--- src/hw/eec_defines.svh ---
/*
  Constants for the serial EEPROM controller: link opcodes, addresses, timing counts.
  Assumes a 10 MHz core clock and a three-wire memory organised as 128 x 8 bits.
*/
`ifndef EEC_DEFINES_SVH
`define EEC_DEFINES_SVH

// ****************************************************************
// Timing
// ****************************************************************
`define EEC_CLK_NS        100
`define EEC_SCK_HALF_NS   400
`define EEC_SCK_HALF_CYC  ((`EEC_SCK_HALF_NS + `EEC_CLK_NS - 1) / `EEC_CLK_NS)
`define EEC_TIMEOUT_MS    30
`define EEC_TIMEOUT_CYC   ((`EEC_TIMEOUT_MS * 1000000) / `EEC_CLK_NS)
`define EEC_POLL_SETTLE   5'h04

// ****************************************************************
// Memory layout and link framing
// ****************************************************************
`define EEC_SIG_LOC       7'h00
`define EEC_SIG_VALUE     8'hA5
`define EEC_MAC_BYTES     3'h6
`define EEC_FRAME_CMD     5'h0A
`define EEC_FRAME_DATA    5'h12
`define EEC_READ_BITS     5'h08
`define EEC_OPC_READ      2'h2
`define EEC_OPC_WRITE     2'h1
`define EEC_OPC_ERASE     2'h3
`define EEC_OPC_EXT       2'h0
`define EEC_XA_BULK_ERASE_OP       7'h40
`define EEC_XA_WRITE_EVERYWHERE_OP       7'h20
`define EEC_XA_MODIFY_ENABLE_OP       7'h60
`define EEC_XA_MODIFY_DISABLE_OP       7'h00

`endif

--- src/hw/eec_pkg.sv ---
/*
  Types shared by the serial EEPROM controller and its link engine.
  Assumes eec_defines.svh supplies the numeric constants.
*/
package eec_pkg;

  // Operations selected in the eeprom_operation_field.
  typedef enum logic [2:0] {
    OP_READ, OP_WRITE, OP_ERASE, OP_BULK_ERASE_OP, OP_WRITE_EVERYWHERE_OP, OP_MODIFY_ENABLE_OP, OP_MODIFY_DISABLE_OP, OP_RELOAD
  } eec_op_t;

  // Link engine states.
  typedef enum logic [2:0] {
    E_IDLE, E_SHIFT, E_READ, E_GAP, E_WAIT, E_END
  } eec_eng_st_t;

  // Controller states.
  typedef enum logic [2:0] {
    C_SIG_RD, C_SIG_WAIT, C_MAC_RD, C_MAC_WAIT, C_IDLE, C_OP_WAIT
  } eec_ctl_st_t;

endpackage : eec_pkg

--- src/hw/eec_serial_eeprom_ctrl.sv ---
/*
  Serial EEPROM controller: station address load at reset, host operations.
  Assumes the host keeps off the command inputs while busy and until init done.
*/
`timescale 1ns/1ps
`default_nettype none
`include "eec_defines.svh"

// Summary of operation
// At reset read byte 00h; expect A5h.
// Signature found: load six bytes into address.
// Six bytes stored sets address-loaded bit.
// No signature: stop, address-loaded stays clear.
// Host reload repeats check and load.
// Host waits for reset-time load first.
// Host loads data before write operations.
// Host sets busy; controller clears on completion.
// Read result in data register when busy clears.
// Host changes command only when not busy.
// Host enables erase/write before modifying memory.
// No answer within 30 ms: abandon, set timeout.
// Interface disabled: pins become outputs or monitors.
// Erase sends erase of the given location.
// Erase-all sends bulk erase of the memory.
// Disable makes memory ignore erase and write.
// Memory addressed as 128 bytes.
// Frame: select, start, opcode, address, data, ready.

module eec_serial_eeprom_ctrl import eec_pkg::*; #(
  parameter int TIMEOUT_CYC = `EEC_TIMEOUT_CYC
) (
  // Clock and reset
  input  wire logic        core_clk,
  input  wire logic        reset,
  input  wire logic        soft_reset,
  // Host command side
  input  wire logic [2:0]  eeprom_operation_field,
  input  wire logic [6:0]  eeprom_location_field,
  input  wire logic        busy_set,
  input  wire logic [7:0]  data_wr_value,
  input  wire logic        data_wr,
  // Host status side
  output logic             eeprom_operation_busy,
  output logic             eeprom_timeout_flag,
  output logic             address_loaded,
  output logic             init_done,
  output logic [7:0]       eeprom_data_reg,
  output logic [31:0]      station_address_low_reg,
  output logic [15:0]      station_address_high_reg,
  // Pin function control
  input  wire logic        link_disable,
  input  wire logic        gpio_monitor_sel,
  input  wire logic [1:0]  gpio_value,
  input  wire logic [1:0]  mii_monitor,
  // Serial pins
  output logic             eeprom_chip_select,
  output logic             eeprom_serial_clock,
  output logic             eeprom_serial_io_out,
  output logic             eeprom_serial_io_oe,
  input  wire logic        eeprom_serial_io_in
);

  eec_ctl_st_t st_r, st_nxt;
  eec_op_t     op_r, op_nxt, eop_r, eop_nxt;
  logic [6:0]  eloc_r, eloc_nxt;
  logic        estart_r, estart_nxt;
  logic [2:0]  idx_r, idx_nxt;
  logic [47:0] mac_r, mac_nxt;
  logic        busy_nxt, tmo_nxt, loaded_nxt, init_nxt;
  logic [7:0]  data_nxt;
  logic        cs_nxt, clk_nxt, io_nxt, oe_nxt;
  logic        e_done, e_to, e_cs, e_sck, e_dout, e_oe;
  logic [7:0]  e_rdata;

  // ****************************************************************
  // Link engine
  // ****************************************************************
  eec_link_engine #(.TIMEOUT_CYC(TIMEOUT_CYC)) u_engine (
    .core_clk  (core_clk),
    .reset     (reset),
    .start     (estart_r),
    .abort     (soft_reset),
    .op        (eop_r),
    .loc       (eloc_r),
    .wdata     (eeprom_data_reg),
    .done      (e_done),
    .timed_out (e_to),
    .rdata     (e_rdata),
    .cs        (e_cs),
    .sck       (e_sck),
    .dout      (e_dout),
    .dout_oe   (e_oe),
    .din       (eeprom_serial_io_in)
  );

  // ****************************************************************
  // Control sequencer
  // ****************************************************************
  // Reset enters the signature read directly, so the load starts at once.
  always_comb begin
    st_nxt = st_r; op_nxt = op_r; eop_nxt = eop_r; eloc_nxt = eloc_r; estart_nxt = 1'b0;
    idx_nxt = idx_r; mac_nxt = mac_r; busy_nxt = eeprom_operation_busy;
    tmo_nxt = eeprom_timeout_flag; loaded_nxt = address_loaded; init_nxt = init_done;
    data_nxt = eeprom_data_reg;
    case (st_r)
      C_SIG_RD: begin
        eop_nxt = OP_READ; eloc_nxt = `EEC_SIG_LOC; estart_nxt = 1'b1;
        loaded_nxt = 1'b0;
        st_nxt = C_SIG_WAIT;
      end
      C_SIG_WAIT: if (e_done) begin
        if (!e_to && e_rdata == `EEC_SIG_VALUE) begin
          idx_nxt = 3'h0; st_nxt = C_MAC_RD;
        end else begin
          // Absent or blank memory: software must program the address.
          tmo_nxt = e_to; busy_nxt = 1'b0; init_nxt = 1'b1; st_nxt = C_IDLE;
        end
      end
      C_MAC_RD: begin
        eop_nxt = OP_READ; eloc_nxt = {4'h0, idx_r} + 7'h01; estart_nxt = 1'b1;
        st_nxt = C_MAC_WAIT;
      end
      C_MAC_WAIT: if (e_done) begin
        if (e_to) begin
          tmo_nxt = 1'b1; busy_nxt = 1'b0; init_nxt = 1'b1; st_nxt = C_IDLE;
        end else begin
          mac_nxt[idx_r*8 +: 8] = e_rdata;
          if (idx_r == `EEC_MAC_BYTES - 3'h1) begin
            loaded_nxt = 1'b1; busy_nxt = 1'b0; init_nxt = 1'b1; st_nxt = C_IDLE;
          end else begin
            idx_nxt = idx_r + 3'h1; st_nxt = C_MAC_RD;
          end
        end
      end
      C_IDLE: begin
        // The data register takes host writes only while no operation runs.
        if (data_wr && !eeprom_operation_busy) data_nxt = data_wr_value;
        if (busy_set) begin
          busy_nxt = 1'b1; tmo_nxt = 1'b0;
          op_nxt = eec_op_t'(eeprom_operation_field);
          if (eec_op_t'(eeprom_operation_field) == OP_RELOAD) begin
            st_nxt = C_SIG_RD;
          end else begin
            eop_nxt = eec_op_t'(eeprom_operation_field); eloc_nxt = eeprom_location_field;
            estart_nxt = 1'b1; st_nxt = C_OP_WAIT;
          end
        end
      end
      default: if (e_done) begin
        busy_nxt = 1'b0; tmo_nxt = e_to;
        if (op_r == OP_READ && !e_to) data_nxt = e_rdata;
        st_nxt = C_IDLE;
      end
    endcase
    // Soft reset restarts the load as a power-up would.
    if (soft_reset) begin
      st_nxt = C_SIG_RD; busy_nxt = 1'b0; init_nxt = 1'b0; estart_nxt = 1'b0;
    end
  end

  always_ff @(posedge core_clk or posedge reset) begin
    if (reset) begin
      st_r <= C_SIG_RD; op_r <= OP_READ; eop_r <= OP_READ; eloc_r <= 7'h00; estart_r <= 1'b0;
      idx_r <= 3'h0; mac_r <= 48'h000000000000; eeprom_operation_busy <= 1'b0;
      eeprom_timeout_flag <= 1'b0; address_loaded <= 1'b0; init_done <= 1'b0;
      eeprom_data_reg <= 8'h00;
    end else begin
      st_r <= st_nxt; op_r <= op_nxt; eop_r <= eop_nxt; eloc_r <= eloc_nxt;
      estart_r <= estart_nxt; idx_r <= idx_nxt; mac_r <= mac_nxt;
      eeprom_operation_busy <= busy_nxt; eeprom_timeout_flag <= tmo_nxt;
      address_loaded <= loaded_nxt; init_done <= init_nxt; eeprom_data_reg <= data_nxt;
    end
  end

  // ****************************************************************
  // Station address outputs and pin multiplexer
  // ****************************************************************
  // The address outputs are the byte store itself; byte 0 sits lowest.
  assign station_address_low_reg  = mac_r[31:0];
  assign station_address_high_reg = mac_r[47:32];

  // Pins are registered so that switching functions never glitches them.
  always_comb begin
    if (link_disable) begin
      cs_nxt  = 1'b0;
      clk_nxt = gpio_monitor_sel ? mii_monitor[0] : gpio_value[0];
      io_nxt  = gpio_monitor_sel ? mii_monitor[1] : gpio_value[1];
      oe_nxt  = 1'b1;
    end else begin
      cs_nxt = e_cs; clk_nxt = e_sck; io_nxt = e_dout; oe_nxt = e_oe;
    end
  end

  always_ff @(posedge core_clk or posedge reset) begin
    if (reset) begin
      eeprom_chip_select <= 1'b0; eeprom_serial_clock <= 1'b0;
      eeprom_serial_io_out <= 1'b0; eeprom_serial_io_oe <= 1'b0;
    end else begin
      eeprom_chip_select <= cs_nxt; eeprom_serial_clock <= clk_nxt;
      eeprom_serial_io_out <= io_nxt; eeprom_serial_io_oe <= oe_nxt;
    end
  end
endmodule : eec_serial_eeprom_ctrl
`default_nettype wire

--- src/hw/eec_link_engine.sv ---
/*
  Three-wire link engine: frames one operation, shifts data, waits for ready.
  Assumes the controller issues start only while idle; din arrives from a pin.
*/
`timescale 1ns/1ps
`default_nettype none
`include "eec_defines.svh"

module eec_link_engine import eec_pkg::*; #(
  parameter int TIMEOUT_CYC = `EEC_TIMEOUT_CYC
) (
  // Clock and reset
  input  wire logic       core_clk,
  input  wire logic       reset,
  // Request from the controller
  input  wire logic       start,
  input  wire logic       abort,
  input  wire eec_op_t    op,
  input  wire logic [6:0] loc,
  input  wire logic [7:0] wdata,
  // Answer to the controller
  output logic            done,
  output logic            timed_out,
  output logic [7:0]      rdata,
  // Link pins
  output logic            cs,
  output logic            sck,
  output logic            dout,
  output logic            dout_oe,
  input  wire logic       din
);

  eec_eng_st_t st_r, st_nxt;
  logic [17:0] frame_r, frame_nxt;
  logic [4:0]  bits_r, bits_nxt;
  logic [2:0]  div_r, div_nxt;
  logic [23:0] to_r, to_nxt;
  logic        rd_r, rd_nxt, wt_r, wt_nxt;
  logic        s1_r, s2_r, s3_r, dq_r, dq_nxt;
  logic        cs_nxt, sck_nxt, dout_nxt, oe_nxt, done_nxt, tmo_nxt;
  logic [7:0]  rdata_nxt;
  logic        tick;
  logic [8:0]  code;

  // ****************************************************************
  // Opcode and address per operation
  // ****************************************************************
  // Seven address bits: the memory is 128 locations of one byte.
  always_comb begin
    case (op)
      OP_READ:  code = {`EEC_OPC_READ, loc};
      OP_WRITE: code = {`EEC_OPC_WRITE, loc};
      OP_ERASE: code = {`EEC_OPC_ERASE, loc};
      OP_BULK_ERASE_OP:  code = {`EEC_OPC_EXT, `EEC_XA_BULK_ERASE_OP};
      OP_WRITE_EVERYWHERE_OP:  code = {`EEC_OPC_EXT, `EEC_XA_WRITE_EVERYWHERE_OP};
      OP_MODIFY_ENABLE_OP:  code = {`EEC_OPC_EXT, `EEC_XA_MODIFY_ENABLE_OP};
      default:  code = {`EEC_OPC_EXT, `EEC_XA_MODIFY_DISABLE_OP};
    endcase
  end

  assign tick = (div_r == 3'(`EEC_SCK_HALF_CYC - 1));

  // ****************************************************************
  // Sequencer
  // ****************************************************************
  // One half-period of the serial clock per tick; the pin input is
  // taken only once two synchroniser stages agree.
  always_comb begin
    st_nxt = st_r; frame_nxt = frame_r; bits_nxt = bits_r; rd_nxt = rd_r; wt_nxt = wt_r;
    cs_nxt = cs; sck_nxt = sck; dout_nxt = dout; oe_nxt = dout_oe; rdata_nxt = rdata;
    done_nxt = 1'b0; tmo_nxt = timed_out;
    dq_nxt = (s2_r == s3_r) ? s3_r : dq_r;
    div_nxt = (st_r == E_IDLE || tick) ? 3'h0 : div_r + 3'h1;
    to_nxt = (st_r == E_IDLE) ? 24'h000000 : to_r + 24'h000001;
    case (st_r)
      E_IDLE: begin
        if (start) begin
          // Start bit, two-bit opcode, seven-bit address, then write data.
          frame_nxt = {1'b1, code, wdata};
          bits_nxt = (op == OP_WRITE || op == OP_WRITE_EVERYWHERE_OP) ? `EEC_FRAME_DATA : `EEC_FRAME_CMD;
          rd_nxt = (op == OP_READ);
          wt_nxt = (op == OP_WRITE || op == OP_WRITE_EVERYWHERE_OP || op == OP_ERASE || op == OP_BULK_ERASE_OP);
          cs_nxt = 1'b1; sck_nxt = 1'b0; dout_nxt = 1'b1; oe_nxt = 1'b1; tmo_nxt = 1'b0;
          st_nxt = E_SHIFT;
        end
      end
      E_SHIFT: if (tick) begin
        sck_nxt = ~sck;
        if (sck) begin
          frame_nxt = {frame_r[16:0], 1'b0};
          bits_nxt = bits_r - 5'h01;
          dout_nxt = frame_r[16];
          if (bits_r == 5'h01) begin
            dout_nxt = 1'b0; oe_nxt = 1'b0;
            bits_nxt = `EEC_READ_BITS;
            st_nxt = rd_r ? E_READ : (wt_r ? E_GAP : E_END);
          end
        end
      end
      E_READ: if (tick) begin
        sck_nxt = ~sck;
        if (sck) begin
          rdata_nxt = {rdata[6:0], dq_r};
          bits_nxt = bits_r - 5'h01;
          if (bits_r == 5'h01) st_nxt = E_END;
        end
      end
      E_GAP: begin
        // Chip select drops for one half-period, then the busy/ready poll.
        cs_nxt = 1'b0;
        if (tick) begin
          cs_nxt = 1'b1; bits_nxt = `EEC_POLL_SETTLE; st_nxt = E_WAIT;
        end
      end
      // The synchroniser still holds line values from the chip-select gap when the poll opens,
      // so ready is ignored until the pin has passed through all its stages.
      E_WAIT: begin
        if (bits_r != 5'h00) begin
          bits_nxt = bits_r - 5'h01; dq_nxt = 1'b0;
        end else if (dq_r) begin
          st_nxt = E_END;
        end
      end
      default: begin
        cs_nxt = 1'b0; sck_nxt = 1'b0; done_nxt = 1'b1; st_nxt = E_IDLE;
      end
    endcase
    // A memory that never answers is abandoned after the time limit.
    if (st_r != E_IDLE && st_r != E_END && to_r == 24'(TIMEOUT_CYC - 1)) begin
      st_nxt = E_END; tmo_nxt = 1'b1; oe_nxt = 1'b0;
      // Hold the count so that it never passes the limit while finishing.
      to_nxt = to_r;
    end
    if (abort) begin
      st_nxt = E_IDLE; cs_nxt = 1'b0; sck_nxt = 1'b0; oe_nxt = 1'b0; done_nxt = 1'b0;
    end
  end

  always_ff @(posedge core_clk or posedge reset) begin
    if (reset) begin
      st_r <= E_IDLE; frame_r <= 18'h00000; bits_r <= 5'h00; div_r <= 3'h0; to_r <= 24'h000000;
      rd_r <= 1'b0; wt_r <= 1'b0; s1_r <= 1'b0; s2_r <= 1'b0; s3_r <= 1'b0; dq_r <= 1'b0;
      cs <= 1'b0; sck <= 1'b0; dout <= 1'b0; dout_oe <= 1'b0; done <= 1'b0;
      timed_out <= 1'b0; rdata <= 8'h00;
    end else begin
      st_r <= st_nxt; frame_r <= frame_nxt; bits_r <= bits_nxt; div_r <= div_nxt; to_r <= to_nxt;
      rd_r <= rd_nxt; wt_r <= wt_nxt; s1_r <= din; s2_r <= s1_r; s3_r <= s2_r; dq_r <= dq_nxt;
      cs <= cs_nxt; sck <= sck_nxt; dout <= dout_nxt; dout_oe <= oe_nxt; done <= done_nxt;
      timed_out <= tmo_nxt; rdata <= rdata_nxt;
    end
  end
endmodule : eec_link_engine
`default_nettype wire

--- config.mk ---
export PLATFORM = sky130hd
export DESIGN_NAME = eec_serial_eeprom_ctrl
export DESIGN_NICKNAME = d
export VERILOG_FILES = /design/src/hw/eec_pkg.sv /design/src/hw/eec_serial_eeprom_ctrl.sv /design/src/hw/eec_link_engine.sv
export VERILOG_INCLUDE_DIRS = /design/src /design/src/hw
export SDC_FILE = /design/constraint.sdc
export NUM_CORES = 1
export LEC_CHECK = 0
export ABC_AREA = 1
export BUFFER_PORTS_ARGS = -buffer_cell sky130_fd_sc_hd__buf_2
export CORE_MARGIN = 2
export CORE_UTILIZATION = 59
export DETAILED_ROUTE_END_ITERATION = 12
export PLACE_DENSITY_LB_ADDON = 0.3
export SYNTH_ARGS = -nofsm -noshare
export SYNTH_HDL_FRONTEND = slang
export SYNTH_SLANG_ARGS = --single-unit
--- constraint.sdc ---
create_clock -name core_clk -period 5.7 [get_ports core_clk]
set_input_delay 0.855 -clock core_clk [delete_from_list [all_inputs] [get_ports core_clk]]
set_output_delay 0.855 -clock core_clk [all_outputs]
set_load 0.02 [all_outputs]
==> results.tsv <==
stage	metric	value	unit
run_status	status	completed	
finish	area_growth	14.0	%
timing	finalWorstSetupSlack	2.76	ns
finish	fin_cells	1239	
power_and_ir_drop	leakage	0.00435	uW
finish	regMostFlops	mac_r	
logic_synthesis	yosysSeqAreaShare	49.0	%
timing	fin_crit_sh	51.5	%
min_path	hold_start	u_engine.s1_r$_DFF_PP0_	
timing	final-hold-violation-count	0	
timing	slew_viol_final	0	
clocking	clock_latency	0.44	ns
clocking	cts.path.max_buffers	2	
routing	drt_pass1_iterations	5	
logic_synthesis	synthArstFlopShare	100	%
floorplan	ios	94	
critical_path	cpLargestDelayFamily	simple AND/OR/NAND/NOR gates	
logic_synthesis	ys_types	46	
routing	drt_iter0_drc	650	
power_and_ir_drop	power_switching_share	37.1	%
logic_synthesis	syn_area_per_cell	8.29	sq um
floorplan	start_util	60.2	%
timing	fmax	0.340	GHz
logic_synthesis	synth_edf_count	0	
clocking	cts-buffers-inserted	17	
grt	track_usage	27.0	%
power_and_ir_drop	p_switching	1300	uW
floorplan	die_w	120	microns
placed_design	dp_cells	1207	
critical_path	slowest_delay	0.72	ns
critical_path	reg2reg_depth	8	
logic_synthesis	syn_area	7970	sq um
floorplan	die_h	120	microns
finish	antenna-diode-count	0	
grt	grt_max_degree	100	
critical_path	crit_arrival	3.27	ns
min_path	whs_endpoint	u_engine.s2_r$_DFF_PP0_	
finish	fin_util	68.6	%
power_and_ir_drop	ir_worst_vdd	0.261	mV
grt	overflow	0	
critical_path	cp-startpoint	idx_r[0]$_DFFE_PP0P_	
timing	slew_headroom	24.4	%
critical_path	timing.rr.end	mac_r[34]$_DFFE_PP0P_	
finish	final_layout_size_suffix_gt1_share	17.5	%
finish	largest_register_ffs	48	
clocking	cts_tree	done	
timing	skew	0.0199	ns
timing	min_period	2.94	ns
min_path	min_path_type	flop to flop	
power_and_ir_drop	p_int	2210	uW
critical_path	cp_max_fo	16	
logic_synthesis	yosysWarnings	0	
floorplan	dieArea	14500	sq um
timing	rsz0062_at_grt	no	
floorplan	core	13200	sq um
finish	fillers	1116	
critical_path	critPathKind	flop to flop	
grt	grt_pass1_wl	31.2	mm
logic_synthesis	synth_seq_cells	156	
timing	setup_tns	0	ns
power_and_ir_drop	powerDensity	386	nW/um^2
placed_design	numPortBuffers	93	
logic_synthesis	netlist_instances	962	
critical_path	slowest_stage	nor2_1	
logic_synthesis	syn-num-nets	1004	
clocking	cts_setup_buffers	0	
floorplan	row_count	42	
flow_run	drv_cap	0	
routing	drc	0	
min_path	min_path_cells	0	
clocking	ctsResizeCount	0	
power_and_ir_drop	p_clk_share	31.7	%
finish	reg.largest.list	mac_r (48), u_engine.to_r (24), u_engine.frame_r (17)	
critical_path	cp.required	6.03	ns
critical_path	endpoint_kind	flop	
placed_design	dp_hpwl	13.1	mm
power_and_ir_drop	pwr-share-comb	28.0	%
power_and_ir_drop	seqPwrFrac	40.2	%
clocking	cts.htree.levels	4	
grt	grt_pass1_vias	6600	
placed_design	gp_congestion	0.948	
clocking	clock-sinks	156	
routing	vias	6952	
routing	avgViaCountPerCell	5.61	
clocking	hold_buffers	0	
critical_path	rrSetupSlack	2.76	ns
clocking	cts.clk_slew.worst_paths	0.07	ns
timing	setup_violations	0	
routing	drt-total-wl	18.6	mm
finish	final_nets	1092	
grt	antenna_found_initial	0	
placed_design	post-place-ws	2.82	ns
timing	holdWs	0.353	ns
routing	wl_per_cell	15.0	microns
critical_path	reg2reg_from	idx_r[0]$_DFFE_PP0P_	
logic_synthesis	synth_ff_type	dfrtp_1	
clocking	cts_root_buf	clkbuf_16	
critical_path	cp-start-kind	flop	
critical_path	crit_buf_inv	2	
routing	drtAntennaViolNets	0	
timing	worst_pin_slew	1.13	ns
critical_path	crit_chain	inv_1 -> ha_1 -> ha_1 -> inv_1 -> nor2_1 -> nand4_4 -> nand2_1 -> o21ai_2	
cell usage in the layout (no fill, tap or decap), types with 21 or more instances in the layout:
master / n
nand2_1: 212
dfrtp_1: 156
inv_1: 113
buf_2: 93
nor2_1: 87
o21ai_0: 85
nand3_1: 80
a21oi_1: 27
o21ai_1: 22
nor3_1: 21
metrics by stage:
stage / total power (uW) / cell area (sq um)
2_1_floorplan: 2180 / 7970
4_1_cts: 3510 / 9090
3_5_place_dp: 2400 / 8510
5_1_grt: 3730 / 9090
6_report: 3510 / 9090
3_3_place_gp: 2370 / 8510
cells in the mapped netlist, types with 4 or more instances:
library cell	count	area (sq um)
nand2_4	4	45.0
buf_2	4	20.0
nor2_1	87	327
o21ai_2	18	158
dfrtp_1	156	3900
inv_2	6	22.5
xor2_1	9	78.8
o21ai_0	85	425
nor3_1	21	105
a21oi_1	27	135
a31oi_1	7	43.8
nand2_1	212	796
buf_6	7	78.8
o211ai_1	13	97.6
nand4_1	11	68.8
o22ai_1	6	37.5
nor2_2	4	25.0
inv_1	114	428
clkbuf_1	10	37.5
nor2_4	4	45.0
o21ai_1	22	110
nand3_1	80	400
nand2_2	4	25.0
ha_1	12	150
o31ai_1	5	37.5
layout make-up:
type                       instances  area, sq um  area share, %
sequential                       156         3900           43.0
multi-input combinational        657         3440           37.8
inverter                         124          474           5.22
timing repair buffer              94          473           5.21
clock buffer                      17          425           4.68
tap                              176          220           2.42
clock inverter                    15          153           1.68
metal layers:
layer / global-route usage [%] / wire, microns
met5: 0 / 0
met4: 9.67 / 299
met3: 6.08 / 1170
met2: 41.0 / 8560
met1: 38.6 / 8610
power groups by stage:
stage / Clock, uW / Sequential (uW) / Combinational [uW]
final: 1110 / 1410 / 983
after global routing: 1170 / 1430 / 1130
after CTS: 1120 / 1410 / 981
after detailed placement: 0 / 1430 / 973
after global placement: 0 / 1420 / 946
after floorplan: 0 / 1420 / 756
how the worst max path moves through the flow:
stage | endpoint | cells past startpoint
5_1_grt | mac_r[34]$_DFFE_PP0P_ | 8
3_5_place_dp | mac_r[33]$_DFFE_PP0P_ | 8
4_1_cts | mac_r[34]$_DFFE_PP0P_ | 8
2_1_floorplan | address_loaded$_DFFE_PP0P_ | 1
3_3_place_gp | mac_r[35]$_DFFE_PP0P_ | 8
6_report | mac_r[34]$_DFFE_PP0P_ | 8
cell families after synthesis:
logic type      count (synthesis)  synth area share, %
simple gates                  443                 25.6
xor+xnor                       11                 1.21
fa+ha+maj                      13                 2.01
compound gates                190                 14.3
buf+inv                       149                 7.93
flops                         156                 49.0
No activity file was read; power rests on OpenSTA's default activity.
